## src/flash_erase_clock_config_map.svh

```systemverilog
// Offsets, field positions, reset values and constants of the flash
// erase and clock configuration block.
// Assumes 8-bit byte addresses on the register port.
`ifndef FLASH_ERASE_CLOCK_CONFIG_MAP_SVH
`define FLASH_ERASE_CLOCK_CONFIG_MAP_SVH

// ----------------------------------------------------------------------------
// Register offsets
// ----------------------------------------------------------------------------
`define FECC_ADDR_WIDTH        8
`define FECC_OFS_ERASE_CONTROL 8'h00
`define FECC_OFS_CLOCK_CONFIG  8'h02

// ----------------------------------------------------------------------------
// Password byte
// ----------------------------------------------------------------------------
`define FECC_KEY_MSB           15
`define FECC_KEY_LSB           8
`define FECC_KEY_READ          8'h96
`define FECC_KEY_WRITE         8'ha5

// ----------------------------------------------------------------------------
// Erase control fields
// ----------------------------------------------------------------------------
`define FECC_BIT_EXIT_EN       4
`define FECC_BIT_ERASE_INT_EN  3
`define FECC_BIT_MASS_ERASE    2
`define FECC_BIT_ERASE         1

// ----------------------------------------------------------------------------
// Clock config fields and reset value
// ----------------------------------------------------------------------------
`define FECC_SEL_MSB           7
`define FECC_SEL_LSB           6
`define FECC_DIV_MSB           5
`define FECC_DIV_LSB           0
`define FECC_CLOCK_RESET       8'h42

`endif

```

## src/flash_erase_clock_config_pkg.sv

```systemverilog
// Types shared by the flash erase and clock configuration block.
// Assumes the constants come from flash_erase_clock_config_map.svh.
package flash_erase_clock_config_pkg;

  typedef enum logic [1:0] {
    MODE_NONE    = 2'h0,
    MODE_SEGMENT = 2'h1,
    MODE_MAIN    = 2'h2,
    MODE_ALL     = 2'h3
  } erase_mode_type;

  typedef enum logic [1:0] {
    SRC_AUX       = 2'h0,
    SRC_MAIN      = 2'h1,
    SRC_SUB_MAIN  = 2'h2,
    SRC_SUB_MAIN2 = 2'h3
  } clock_source_type;

  typedef enum logic [1:0] {
    PH_IDLE,
    PH_RUN,
    PH_SUSPEND
  } erase_phase_type;

endpackage : flash_erase_clock_config_pkg

```

## src/timing_divider_if.sv

```systemverilog
// Interface between the configuration logic and the timing divider.
// Assumes one clock domain; source ticks are one-cycle enables.
`timescale 1ns/1ps
interface timing_divider_if #(
  parameter int DIV_WIDTH = 6
);
  logic                 src_tick;
  logic [DIV_WIDTH-1:0] divider;
  logic                 timing_tick;

  modport ctrl (output src_tick, output divider, input  timing_tick);
  modport div  (input  src_tick, input  divider, output timing_tick);
endinterface : timing_divider_if

```

## src/flash_timing_divider.sv

```systemverilog
// Divides the selected source enable by divider plus one.
// Assumes src_tick is a one-cycle enable on i_ref_clk.
`timescale 1ns/1ps
module flash_timing_divider #(
  parameter int DIV_WIDTH = 6
) (
  input  wire logic     i_ref_clk,
  input  wire logic     i_resetn,
  timing_divider_if.div bus
);

  if (DIV_WIDTH < 1 || DIV_WIDTH > 16) begin : g_bad_div_width
    $error("DIV_WIDTH out of range");
  end

  typedef struct packed {
    logic [DIV_WIDTH-1:0] count;
    logic                 tick;
  } div_state_type;

  div_state_type st_r;
  div_state_type st_nxt;

  // ----------------------------------------------------------------------------
  // Divider
  // ----------------------------------------------------------------------------
  always_comb begin
    st_nxt      = st_r;
    st_nxt.tick = 1'b0;
    if (bus.src_tick) begin
      if (st_r.count >= bus.divider) begin
        st_nxt.count = '0;
        st_nxt.tick  = 1'b1;
      end else begin
        st_nxt.count = st_r.count + 1'b1;
      end
    end
  end

  always_ff @(posedge i_ref_clk) begin
    if (!i_resetn) begin
      st_r <= '0;
    end else begin
      st_r <= st_nxt;
    end
  end

  assign bus.timing_tick = st_r.tick;

endmodule : flash_timing_divider

```

## src/flash_erase_clock_config.sv

```systemverilog
// Erase control and timing clock configuration of the flash controller.
// Assumes a sequencer that reports erase activity and an interrupt
// controller that reports pending requests, all on i_ref_clk.
//
// Summary of operation
// - Erase interrupt enable lets interrupts suspend segment erase
// - Suspended segment erase resumes after service
// - Two bits select none, segment, main erase
// - Both bits: lock input picks info erase
// - Emergency exit clears both erase mode bits
// - Key reads 96h, writes need A5h
// - Source select: aux, main, sub main clock
// - Timing clock is source over divider plus one
// - Wrong key write pulses power up clear
// - Exit enable plus interrupts during an operation requests emergency exit
//
// The register addresses and the plain strobed port were chosen for this implementation.
`timescale 1ns/1ps
`include "flash_erase_clock_config_map.svh"
module flash_erase_clock_config
  import flash_erase_clock_config_pkg::*;
#(
  parameter int DIV_WIDTH = 6
) (
  input  wire logic                         i_ref_clk,
  input  wire logic                         i_resetn,
  input  wire logic [`FECC_ADDR_WIDTH-1:0] i_addr,
  input  wire logic [15:0]                  i_wdata,
  input  wire logic                         i_wr,
  input  wire logic                         i_rd,
  output logic      [15:0]                  o_rdata,
  input  wire logic                         i_aux_clk_tick,
  input  wire logic                         i_main_clk_tick,
  input  wire logic                         i_sub_main_clk_tick,
  output logic                              o_timing_clk_tick,
  input  wire logic                         i_segment_info_lock,
  input  wire logic                         i_emergency_exit,
  input  wire logic                         i_global_irq_enable,
  input  wire logic                         i_irq_pending,
  input  wire logic                         i_erase_active,
  input  wire logic                         i_op_active,
  output logic      [1:0]                   o_erase_mode,
  output logic                              o_erase_segment,
  output logic                              o_erase_main,
  output logic                              o_erase_info,
  output logic                              o_irq_hold,
  output logic                              o_erase_suspend,
  output logic                              o_erase_resume,
  output logic                              o_emergency_exit_req,
  output logic                              o_power_up_clear_reset
);

  if (DIV_WIDTH != `FECC_DIV_MSB - `FECC_DIV_LSB + 1) begin : g_bad_div_width
    $error("DIV_WIDTH must match the divider field");
  end

  typedef struct packed {
    logic                 exit_en;
    logic                 erase_int_en;
    logic                 mass_erase;
    logic                 erase;
    clock_source_type     src_sel;
    logic [DIV_WIDTH-1:0] divider;
    logic [15:0]          rdata;
    logic                 power_up_clear_reset;
    logic                 emergency_exit_d;
    erase_phase_type      phase;
    logic                 resume;
    logic                 exit_req;
  } cfg_state_type;

  cfg_state_type st_r;
  cfg_state_type st_nxt;

  timing_divider_if #(.DIV_WIDTH(DIV_WIDTH)) div_bus ();

  function automatic logic key_ok(input logic [15:0] data);
    key_ok = (data[`FECC_KEY_MSB:`FECC_KEY_LSB] == `FECC_KEY_WRITE);
  endfunction : key_ok

  logic           wr_erase;
  logic           wr_clock;
  logic           seg_erase;
  erase_mode_type mode;

  assign wr_erase  = i_wr && (i_addr == `FECC_OFS_ERASE_CONTROL);
  assign wr_clock  = i_wr && (i_addr == `FECC_OFS_CLOCK_CONFIG);
  assign mode      = erase_mode_type'({st_r.mass_erase, st_r.erase});
  assign seg_erase = i_erase_active && (mode == MODE_SEGMENT);

  // ----------------------------------------------------------------------------
  // Next state
  // ----------------------------------------------------------------------------
  always_comb begin
    st_nxt        = st_r;
    st_nxt.rdata  = 16'h0000;
    st_nxt.power_up_clear_reset    = 1'b0;
    st_nxt.resume = 1'b0;
    st_nxt.emergency_exit_d = i_emergency_exit;

    if (wr_erase && key_ok(i_wdata)) begin
      st_nxt.exit_en      = i_wdata[`FECC_BIT_EXIT_EN];
      st_nxt.erase_int_en = i_wdata[`FECC_BIT_ERASE_INT_EN];
      st_nxt.mass_erase   = i_wdata[`FECC_BIT_MASS_ERASE];
      st_nxt.erase        = i_wdata[`FECC_BIT_ERASE];
    end
    if (wr_clock && key_ok(i_wdata)) begin
      st_nxt.src_sel = clock_source_type'(i_wdata[`FECC_SEL_MSB:`FECC_SEL_LSB]);
      st_nxt.divider = i_wdata[`FECC_DIV_MSB:`FECC_DIV_LSB];
    end

    if ((wr_erase || wr_clock) && !key_ok(i_wdata)) begin
      st_nxt.power_up_clear_reset = 1'b1;
    end

    if (i_emergency_exit && !st_r.emergency_exit_d) begin
      st_nxt.mass_erase = 1'b0;
      st_nxt.erase      = 1'b0;
      st_nxt.exit_en    = 1'b0;
    end

    st_nxt.exit_req = st_r.exit_en && i_global_irq_enable && i_irq_pending && i_op_active;

    unique case (st_r.phase)
      PH_IDLE: begin
        if (seg_erase) begin
          st_nxt.phase = PH_RUN;
        end
      end
      PH_RUN: begin
        if (!seg_erase) begin
          st_nxt.phase = PH_IDLE;
        end else if (st_r.erase_int_en && i_irq_pending) begin
          st_nxt.phase = PH_SUSPEND;
        end
      end
      PH_SUSPEND: begin
        if (mode != MODE_SEGMENT) begin
          st_nxt.phase = PH_IDLE;
        end else if (!i_irq_pending) begin
          st_nxt.phase  = PH_RUN;
          st_nxt.resume = 1'b1;
        end
      end
    endcase

    if (i_rd && i_addr == `FECC_OFS_ERASE_CONTROL) begin
      st_nxt.rdata = {`FECC_KEY_READ, 3'h0, st_r.exit_en, st_r.erase_int_en,
                      st_r.mass_erase, st_r.erase, 1'b0};
    end else if (i_rd && i_addr == `FECC_OFS_CLOCK_CONFIG) begin
      st_nxt.rdata = {`FECC_KEY_READ, st_r.src_sel, st_r.divider};
    end
  end

  // ----------------------------------------------------------------------------
  // State register
  // ----------------------------------------------------------------------------
  always_ff @(posedge i_ref_clk) begin
    if (!i_resetn) begin
      st_r         <= '0;
      st_r.src_sel <= clock_source_type'(2'(`FECC_CLOCK_RESET >> `FECC_SEL_LSB));
      st_r.divider <= DIV_WIDTH'(`FECC_CLOCK_RESET);
      st_r.phase   <= PH_IDLE;
    end else begin
      st_r <= st_nxt;
    end
  end

  // ----------------------------------------------------------------------------
  // Timing clock source and divider
  // ----------------------------------------------------------------------------
  always_comb begin
    unique case (st_r.src_sel)
      SRC_AUX:  div_bus.src_tick = i_aux_clk_tick;
      SRC_MAIN: div_bus.src_tick = i_main_clk_tick;
      default:  div_bus.src_tick = i_sub_main_clk_tick;
    endcase
  end

  assign div_bus.divider = st_r.divider;

  flash_timing_divider #(
    .DIV_WIDTH (DIV_WIDTH)
  ) u_divider (
    .i_ref_clk (i_ref_clk),
    .i_resetn  (i_resetn),
    .bus       (div_bus.div)
  );

  // ----------------------------------------------------------------------------
  // Outputs
  // ----------------------------------------------------------------------------
  assign o_timing_clk_tick = div_bus.timing_tick;
  assign o_rdata           = st_r.rdata;
  assign o_erase_mode      = mode;
  assign o_erase_segment   = (mode == MODE_SEGMENT);
  assign o_erase_main      = mode[1];
  assign o_erase_info      = (mode == MODE_ALL) && !i_segment_info_lock;
  assign o_irq_hold        = seg_erase && !st_r.erase_int_en;
  assign o_erase_suspend   = (st_r.phase == PH_SUSPEND);
  assign o_erase_resume    = st_r.resume;
  assign o_emergency_exit_req   = st_r.exit_req;
  assign o_power_up_clear_reset = st_r.power_up_clear_reset;

endmodule : flash_erase_clock_config

```

## config.mk

```make
export PLATFORM = sky130hd
export DESIGN_NAME = flash_erase_clock_config
export DESIGN_NICKNAME = d
export VERILOG_FILES = /design/src/flash_erase_clock_config_pkg.sv /design/src/timing_divider_if.sv /design/src/flash_timing_divider.sv /design/src/flash_erase_clock_config.sv
export VERILOG_INCLUDE_DIRS = /design/src
export SDC_FILE = /design/constraint.sdc
export NUM_CORES = 1
export LEC_CHECK = 0
export BUFFER_PORTS_ARGS = -buffer_cell sky130_fd_sc_hd__buf_2
export CAP_MARGIN = 20
export CORE_MARGIN = 3
export CORE_UTILIZATION = 45
export CTS_CLUSTER_SIZE = 25
export DETAILED_ROUTE_END_ITERATION = 8
export PLACE_DENSITY_LB_ADDON = 0.15
export SYNTH_ARGS = -nofsm -noshare
export SYNTH_HDL_FRONTEND = slang
export SYNTH_SLANG_ARGS = --single-unit
```

## constraint.sdc

```tcl
create_clock -name i_ref_clk -period 1.88 [get_ports i_ref_clk]
set_input_delay 0.188 -clock i_ref_clk [delete_from_list [all_inputs] [get_ports i_ref_clk]]
set_output_delay 0.188 -clock i_ref_clk [all_outputs]
set_load 0.01 [all_outputs]
```

* Yosys cells after proc, flatten, opt, wreduce, memory -nomap -nowiden
Cells that the tools add are included.
Widths: inputs -> output; s select.
** Word-level totals
- Output and inout bits :: 27
- Bits of input ports :: 37
- Logic and storage cells :: 73
- Flip-flop bits (word level) :: 41
** Cells by class
- Eq/ne operators :: 11
- Reduce and logical (&&, ||, !) cells :: 29
- Add/sub/neg operators :: 1
- Muxes and demuxes :: 12
- Magnitude comparators :: 1
- Bitwise operators :: 3
** Operator list (number)
- $mux 16 :: 2
- $logic_and 1x1->1 :: 15
- $eq 8x2->1 const B :: 1
- $eq 8x8->1 const B :: 1
- $logic_not 8->1 :: 1
- $mux 2 :: 4
- $add 6x1->6 const B :: 1
- $eq 2x1->1 const B :: 3
- $ge 6x6->1 :: 1
- $mux 6 :: 1
- $pmux 2 s3 :: 1
- $reduce_or 3->1 :: 2
- $eq 2x2->1 const B :: 2
- $logic_not 1->1 :: 4
- $logic_not 2->1 :: 2
- $reduce_or 2->1 :: 2
- $mux 3 :: 1
- $ne 3x2->1 const B :: 1
- $ne 3x3->1 const B :: 1
- $not 1->1 :: 3
- $reduce_and 3->1 :: 1
- $mux 1 :: 2
- $ne 2x1->1 const B :: 1
- $ne 2x2->1 const B :: 1
- 3 further kinds :: 3

* Depth between registers and ports, before layout
Gate-level depths: netlist (run 1).
- Depth after elaboration :: 5
- Gate-level depth with buffers :: 6
- Gate-level depth less buffers :: 6

* Cells and area by module
Synthesis (run 1) repeated with hierarchy kept, for this count alone.
** Second synthesis, totals
- Cells, all modules :: 192
- Area, all modules :: 1705.4 um2
** By module, submodules not included
- flash_erase_clock_config :: cells each 144, area each 1243.7 um2, sequential area each 540.5 um2, times used 1
- flash_timing_divider :: cells each 48, area each 461.7 um2, sequential area each 140.1 um2, times used 1

* Worst setup path after synthesis (run 1)
No wires, ideal clock.
- Kind :: register to register
- From :: register u_divider.st_r[1] (netlist bit)
- To :: register u_divider.st_r[6] (netlist bit)
- Path slack :: 0.353 ns
- Required time :: 1.794 ns
- Arrival :: 1.441 ns
- Cell stages (with the launch flop) :: 7
- Library setup time :: 0.086 ns
- Cell sequence :: dfxtp_1 -> inv_1 -> ha_1 -> nand2b_1 -> a21oi_1 -> o221ai_1 -> a221oi_2
** Between the ends
- Cells in the longest elaborated chain, start to end :: 2
- Elaborated cells between the ends (all ways) :: 3
- Those cells by class :: add/sub: 1; order compare: 1; mux: 1
** RTL lines
- from (decl) :: RTL line flash_timing_divider.sv:21 : div_state_type st_r;
- from (signal assigned) :: RTL line flash_timing_divider.sv:44 : st_r <= st_nxt;
- $add 6x1->6 or $ge 6x6->1 (tied branches) :: RTL line flash_timing_divider.sv:35, flash_timing_divider.sv:31
- $mux 6 * :: RTL line flash_timing_divider.sv:31 : if (st_r.count >= bus.divider) begin
Every way passes the cells marked *; elsewhere a longest branch is shown, timed or not.
A chain may end at the register's enable or synchronous reset.

* Worst setup path after layout (run 1)
Same ends and word-level chain as after synthesis.

==> results.py, run 1 <==
metrics = {
    "worst_hold_path": {
        "worstHoldPathType": "in2reg",
        "hold_path.startpoint": "i_irq_pending",
        "whs_endpoint": "o_erase_resume",
        "worstHoldPathCells": 2,
    },
    "timing": {
        "setup_violations": 0,
        "period_minus_slack_ps": 1700,
        "fin_setup_tns_ps": 0,
        "slew_headroom_pct": 58.3,
        "min_period_over_period_pct": 90.6,
        "maxSlewViolCount": 0,
        "rsz0062_at_grt": "false",
        "max_clock_freq_mhz": 587,
        "tightest_slew_ps": 625,
        "hold_violations": 0,
        "finalWorstSetupSlack_ps": 177,
        "whs_ps": 112,
        "skew_ps": 5.28,
    },
    "run_status": {
        "outcome": "complete, no violations",
    },
    "route": {
        "drtPass1Iterations": 4,
        "avgViaCountPerCell": 4.99,
        "route.antenna.remaining_nets": 0,
        "drc": 0,
        "wirelength_mm": 3.44,
        "vias": 1387,
        "wire_per_inst_um": 12.4,
        "drtIter0Drc": 59,
    },
    "die": {
        "fp.dieH_um": 67.4,
        "die_x_um": 67.4,
        "row_count": 21,
        "die_area_um2": 4550,
        "num_io_pins": 64,
        "start_util_pct": 48.6,
        "core_um2": 3490,
    },
    "yosys": {
        "yosysTopAreaCell": "dfxtp_1",
        "ys_warn_count": 0,
        "ys_types": 39,
        "synthTopCellsByCount": "dfxtp_1 (34), buf_4 (19), a21oi_1 (15), o21ai_0 (15)",
        "synth_top_area_share_pct": 40.1,
        "yosysSeqAreaShare_pct": 40.1,
        "synth_cells": 185,
        "ys_seq_elements": 34,
        "synthArstFlopShare_pct": 0,
        "synthMostInstantiatedCell": "dfxtp_1",
        "yosys-top-cells-area": "dfxtp_1 (40%), buf_4 (8.4%), ha_1 (5.2%)",
        "synth-main-ff-cell": "dfxtp_1",
        "synth_area_um2": 1700,
        "synth_edf_count": 0,
        "avgSynthCellArea_um2": 9.18,
    },
    "cts": {
        "ctsHoldBuffers": 0,
        "cts.reportedPaths.clkPinSlew_ps": 70,
        "post_cts_resized": 0,
        "clock_path_buffers": 2,
        "htreeDepth": 2,
        "clkSinkCount": 34,
        "clock_latency_ps": 280,
        "cts_buffers": 5,
        "cts_tree": "built",
        "post_cts_buffers": 0,
        "clock-root-buffer": "clkbuf_8",
    },
    "worst_setup_path": {
        "critPathRequiredTime_ps": 2080,
        "arrival_ps": 1900,
        "reg2reg_from": "u_divider.st_r[1]",
        "ff2ff_path_depth": 6,
        "cp_cell_sequence": "inv_1 -> ha_1 -> nand2b_1 -> a21oi_1 -> o221ai_1 -> a221oi_2",
        "critPathMaxFanout": 7,
        "cp-start-kind": "flop",
        "worst-r2r-setup-slack_ps": 180,
        "max_stage_delay_ps": 380,
        "critical_path_buf_inv_count": 1,
        "worst_r2r_endpoint": "u_divider.st_r[6]",
        "critPathSlowestCell": "dfxtp_1",
        "end_kind": "flop",
        "critPathTopFamily": "compound AO/OA/AOI/OAI gates",
        "crit_type": "reg2reg",
    },
    "power": {
        "ir_worst_vdd_mv": 0.572,
        "leakagePower_uw": 0.000945,
        "power.density_nw_per_um2": 823,
    },
    "grt": {
        "grt_pass1_vias": 1202,
        "grt_max_degree": 20,
        "overflow": 0,
        "grt_pass1_wl_mm": 5.66,
        "grt_usage_pct": 16.8,
        "antenna_found_initial": 0,
    },
    "placed_design": {
        "place_area_um2": 1890,
        "place_congestion": 0.735,
        "io_buffers": 59,
        "place_ws_ps": 188,
        "dp_hpwl_mm": 2.68,
    },
    "cells_and_area": {
        "fillers": 336,
        "layout-area-overhead-vs-synth_pct": 19.7,
        "stdcell_area_um2": 2030,
        "fin_nets": 275,
        "drive_above_1_share_pct": 34.5,
        "num_antenna_cells": 0,
        "fin_util_pct": 58.2,
    },
    "run": {
        "maxCapViolCount": 0,
    },
}
[cells by family after synthesis]
group,count (synthesis),share of synthesized area (%)
other,1,0.221
adders and majority gates,7,5.15
and+or+nand+nor,52,19.5
buffers and inverters,37,13.7
AOI/OAI and AO/OA,44,15.7
muxes,6,3.61
xor gates and xnor gates,4,2.06
DFF,34,40.1
[layer usage]
layer	GRT usage (%)	up-vias	share of wire, %
met5	0	-	0
met4	6.08	0	1.4
met3	5.16	7	6.6
met2	24.9	44	44
met1	22.9	606	48
li1	-	730	-
[worst reg2reg max path: stages (launching register included)]
cell and delay (ps):
dfxtp_1 380, inv_1 60, ha_1 260, nand2b_1 140
a21oi_1 140, o221ai_1 320, a221oi_2 330
[cells in the final DEF, fill, tap and decap left out, types with 2 or more instances in the layout]
cell,netlist,layout
dfxtp_1,34,34
and4bb_2,2,2
mux2i_1,5,5
buf_2,0,59
buf_4,19,2
nor3_1,3,3
bufinv_16,0,2
nand4_1,3,3
clkbuf_8,0,6
nand3_1,11,11
and4_2,2,2
o21ai_0,15,15
a211oi_1,6,6
conb_1,1,4
nand2_1,5,5
ha_1,7,7
inv_1,11,11
xor2_1,3,3
nor2_1,9,9
a21oi_1,15,15
and3_1,5,5
o211ai_1,2,2
nand2b_1,4,4
[report_power, final]
part,switching (µW),internal (µW),total [µW]
registers,6.24,728,734
clock network,259,565,825
logic,62.0,52.4,114
[worst max path at each step]
stage                            from           endpoint  slack (ps)  depth (start not counted)
floorplan           u_divider.st_r[1]  u_divider.st_r[6]         350                          6
global placement    u_divider.st_r[1]  u_divider.st_r[6]         220                          6
detailed placement  u_divider.st_r[1]  u_divider.st_r[6]         190                          6
CTS                 u_divider.st_r[1]  u_divider.st_r[6]         170                          6
global route        u_divider.st_r[1]  u_divider.st_r[6]          60                          6
finish              u_divider.st_r[1]  u_divider.st_r[6]         180                          6
[layout make-up]
cell class	count	area (µm²)	area share [%]
Clock inverter	2	60.1	2.95
Multi-Input combinational cell	117	797	39.2
Timing Repair Buffer	61	310	15.3
Sequential cell	34	681	33.5
Tap cell	46	57.6	2.83
Inverter	12	45.0	2.22
Clock buffer	6	82.6	4.06
[registers in the layout (all words and copies together) (netlist names)]
signal / cells
st_r: 7
o_rdata: 9
o_emergency_exit_req: 1
u_divider.st_r: 6
u_divider.bus.timing_tick: 1
o_erase_main: 1
o_erase_resume: 1
div_bus.divider: 6
o_power_up_clear_reset: 1
o_erase_mode: 1
[stage by stage]
stage / instances / power [µW]
global placement: 270 / 863
CTS: 278 / 1690
floorplan: 188 / 817
finish: 278 / 1670
detailed placement: 270 / 865
global route: 278 / 1740
(Power assumes the default switching activity.)
==> run 2, diff against run 1 <==
--- a/config.mk
+++ b/config.mk
@@ -13,6 +13,7 @@
 export CTS_CLUSTER_SIZE = 25
 export DETAILED_ROUTE_END_ITERATION = 8
 export PLACE_DENSITY_LB_ADDON = 0.15
+export REMOVE_ABC_BUFFERS = 1
 export SYNTH_ARGS = -nofsm -noshare
 export SYNTH_HDL_FRONTEND = slang
 export SYNTH_SLANG_ARGS = --single-unit
==> run 2 against run 1 <==
Against the previous run: global-route usage increased by 0.32 points; clock skew grew 1.3 ps; non-clock buffer count did not move; combinational power about the same; register-to-register slack about the same; cell count is the same; critical path depth is the same; sequential share of layout area is 0.80 points higher; via count rose by 1.0%; largest cell class unchanged.
==> results.py, run 2 (synthesis results as in run 1) <==
metrics = {
    "worst_hold_path": {
        "worstHoldPathCells": 2,
        "hold_path.startpoint": "i_irq_pending",
        "worstHoldPathType": "in2reg",
        "whs_endpoint": "o_erase_resume",
    },
    "worst_setup_path": {
        "cp-start-kind": "flop",
        "end_kind": "flop",
        "arrival_ps": 1890,
        "critPathRequiredTime_ps": 2070,
        "worst_r2r_endpoint": "u_divider.st_r[6]",
        "crit_type": "reg2reg",
        "reg2reg_from": "u_divider.st_r[1]",
        "ff2ff_path_depth": 6,
        "critPathMaxFanout": 7,
        "worst-r2r-setup-slack_ps": 180,
    },
    "grt": {
        "antenna_found_initial": 0,
        "grt_pass1_vias": 1329,
        "overflow": 0,
        "grt_max_degree": 20,
        "grt_usage_pct": 17.1,
        "grt_pass1_wl_mm": 5.88,
    },
    "cts": {
        "post_cts_buffers": 0,
        "clock_path_buffers": 2,
        "cts_tree": "built",
        "cts_buffers": 5,
        "clock-root-buffer": "clkbuf_8",
        "clock_latency_ps": 280,
        "htreeDepth": 2,
        "post_cts_resized": 0,
        "cts.reportedPaths.clkPinSlew_ps": 70,
        "ctsHoldBuffers": 0,
        "clkSinkCount": 34,
    },
    "power": {
        "ir_worst_vdd_mv": 0.437,
        "power.density_nw_per_um2": 706,
        "leakagePower_uw": 0.000920,
    },
    "cells_and_area": {
        "mostFrequentLayoutCell": "buf_2",
        "num_antenna_cells": 0,
        "layout-area-overhead-vs-synth_pct": 16.9,
        "final_cell_mix": "buf_2 (59), dfxtp_1 (34), a21oi_1 (15), o21ai_0 (15)",
        "fin_nets": 275,
        "drive_above_1_share_pct": 34.5,
        "largest_register_ffs": 9,
    },
    "timing": {
        "rsz0062_at_grt": "false",
        "min_period_over_period_pct": 90.3,
        "maxSlewViolCount": 0,
        "finalWorstSetupSlack_ps": 183,
        "tightest_slew_ps": 616,
        "setup_violations": 0,
        "fin_setup_tns_ps": 0,
        "period_minus_slack_ps": 1700,
        "slew_headroom_pct": 58.9,
        "hold_violations": 0,
        "skew_ps": 6.55,
        "max_clock_freq_mhz": 589,
    },
    "route": {
        "drtIter0Drc": 107,
        "dr_wl_met2_mm": 1.66,
        "avgViaCountPerCell": 5.04,
        "met3_length_um": 215,
        "wire_per_inst_um": 12.7,
        "drc": 0,
        "route.antenna.remaining_nets": 0,
        "drtPass1Iterations": 4,
        "wirelength_mm": 3.54,
        "vias": 1401,
        "met1Wirelength_mm": 1.62,
        "dr.max_layer_used": "met4",
    },
    "die": {
        "row_count": 21,
        "start_util_pct": 48.6,
        "fp.dieH_um": 67.4,
        "core_um2": 3490,
        "die_area_um2": 4550,
        "num_io_pins": 64,
        "die_x_um": 67.4,
    },
    "run_status": {
        "outcome": "complete, no violations",
    },
    "placed_design": {
        "dp_hpwl_mm": 2.65,
        "io_buffers": 59,
        "place_congestion": 0.721,
        "place_ws_ps": 207,
    },
    "run": {
        "maxCapViolCount": 0,
    },
}
==> run 2: cell types whose count changed in the layout (fill, tap and decap cells not counted), sizes merged <==
cell      change
bufinv        -2
clkinv        +1
clkinvlp      +1
==> run 2: per-stage QoR <==
stage | std cells | hold slack, ps | utilization (%) | instance area (µm²) | total power (µW)
after global placement | 270 | 408 | 54.1 | 1890 | 864
after global routing | 278 | 125 | 56.8 | 1990 | 1460
after CTS | 278 | 109 | 56.8 | 1990 | 1420
after detailed placement | 270 | 413 | 54.1 | 1890 | 863
final | 278 | 119 | 56.8 | 1990 | 1400
after floorplan | 163 | 264 | - | 1520 | 799
==> run 2: how the worst max path moves through the flow <==
stage,startpoint,end,cells past startpoint
finish,u_divider.st_r[1],u_divider.st_r[6],6
global route,u_divider.st_r[1],u_divider.st_r[4],6
CTS,u_divider.st_r[1],u_divider.st_r[6],6
detailed placement,u_divider.st_r[1],u_divider.st_r[6],6
global placement,u_divider.st_r[1],u_divider.st_r[6],6
floorplan,u_divider.st_r[1],u_divider.st_r[6],6
==> run 2: area by class of cell <==
class                      count  area (µm²)
multi-input combinational    117         797
inverter                      12        45.0
clock inverter                 2        12.5
timing repair buffer          61         310
tap                           46        57.6
sequential                    34         681
fill                         324        1510
clock buffer                   6        82.6
==> run 2: worst max-delay path: stages, from the launching register on <==
cell	delay, ps
dfxtp_1	380
inv_1	60
ha_1	260
nand2b_1	140
a21oi_1	140
o221ai_1	320
a221oi_2	330
==> run 2: power breakdown <==
| group | total (µW) | internal (µW) | switching (µW) | leakage (µW) |
|---|---|---|---|---|
| registers | 734 | 728 | 6.35 | 0.000275 |
| logic | 115 | 52.2 | 62.5 | 0.000599 |
| clock network | 553 | 294 | 259 | 0.0000472 |
| total | 1400 | 1070 | 328 | 0.000920 |
==> run 2: metal layers <==
metal,global-route usage [%],vias to the layer above
met2,28.3,40
met4,7.59,0
li1,-,732
met1,20.9,625
met3,4.33,4
met5,0,-
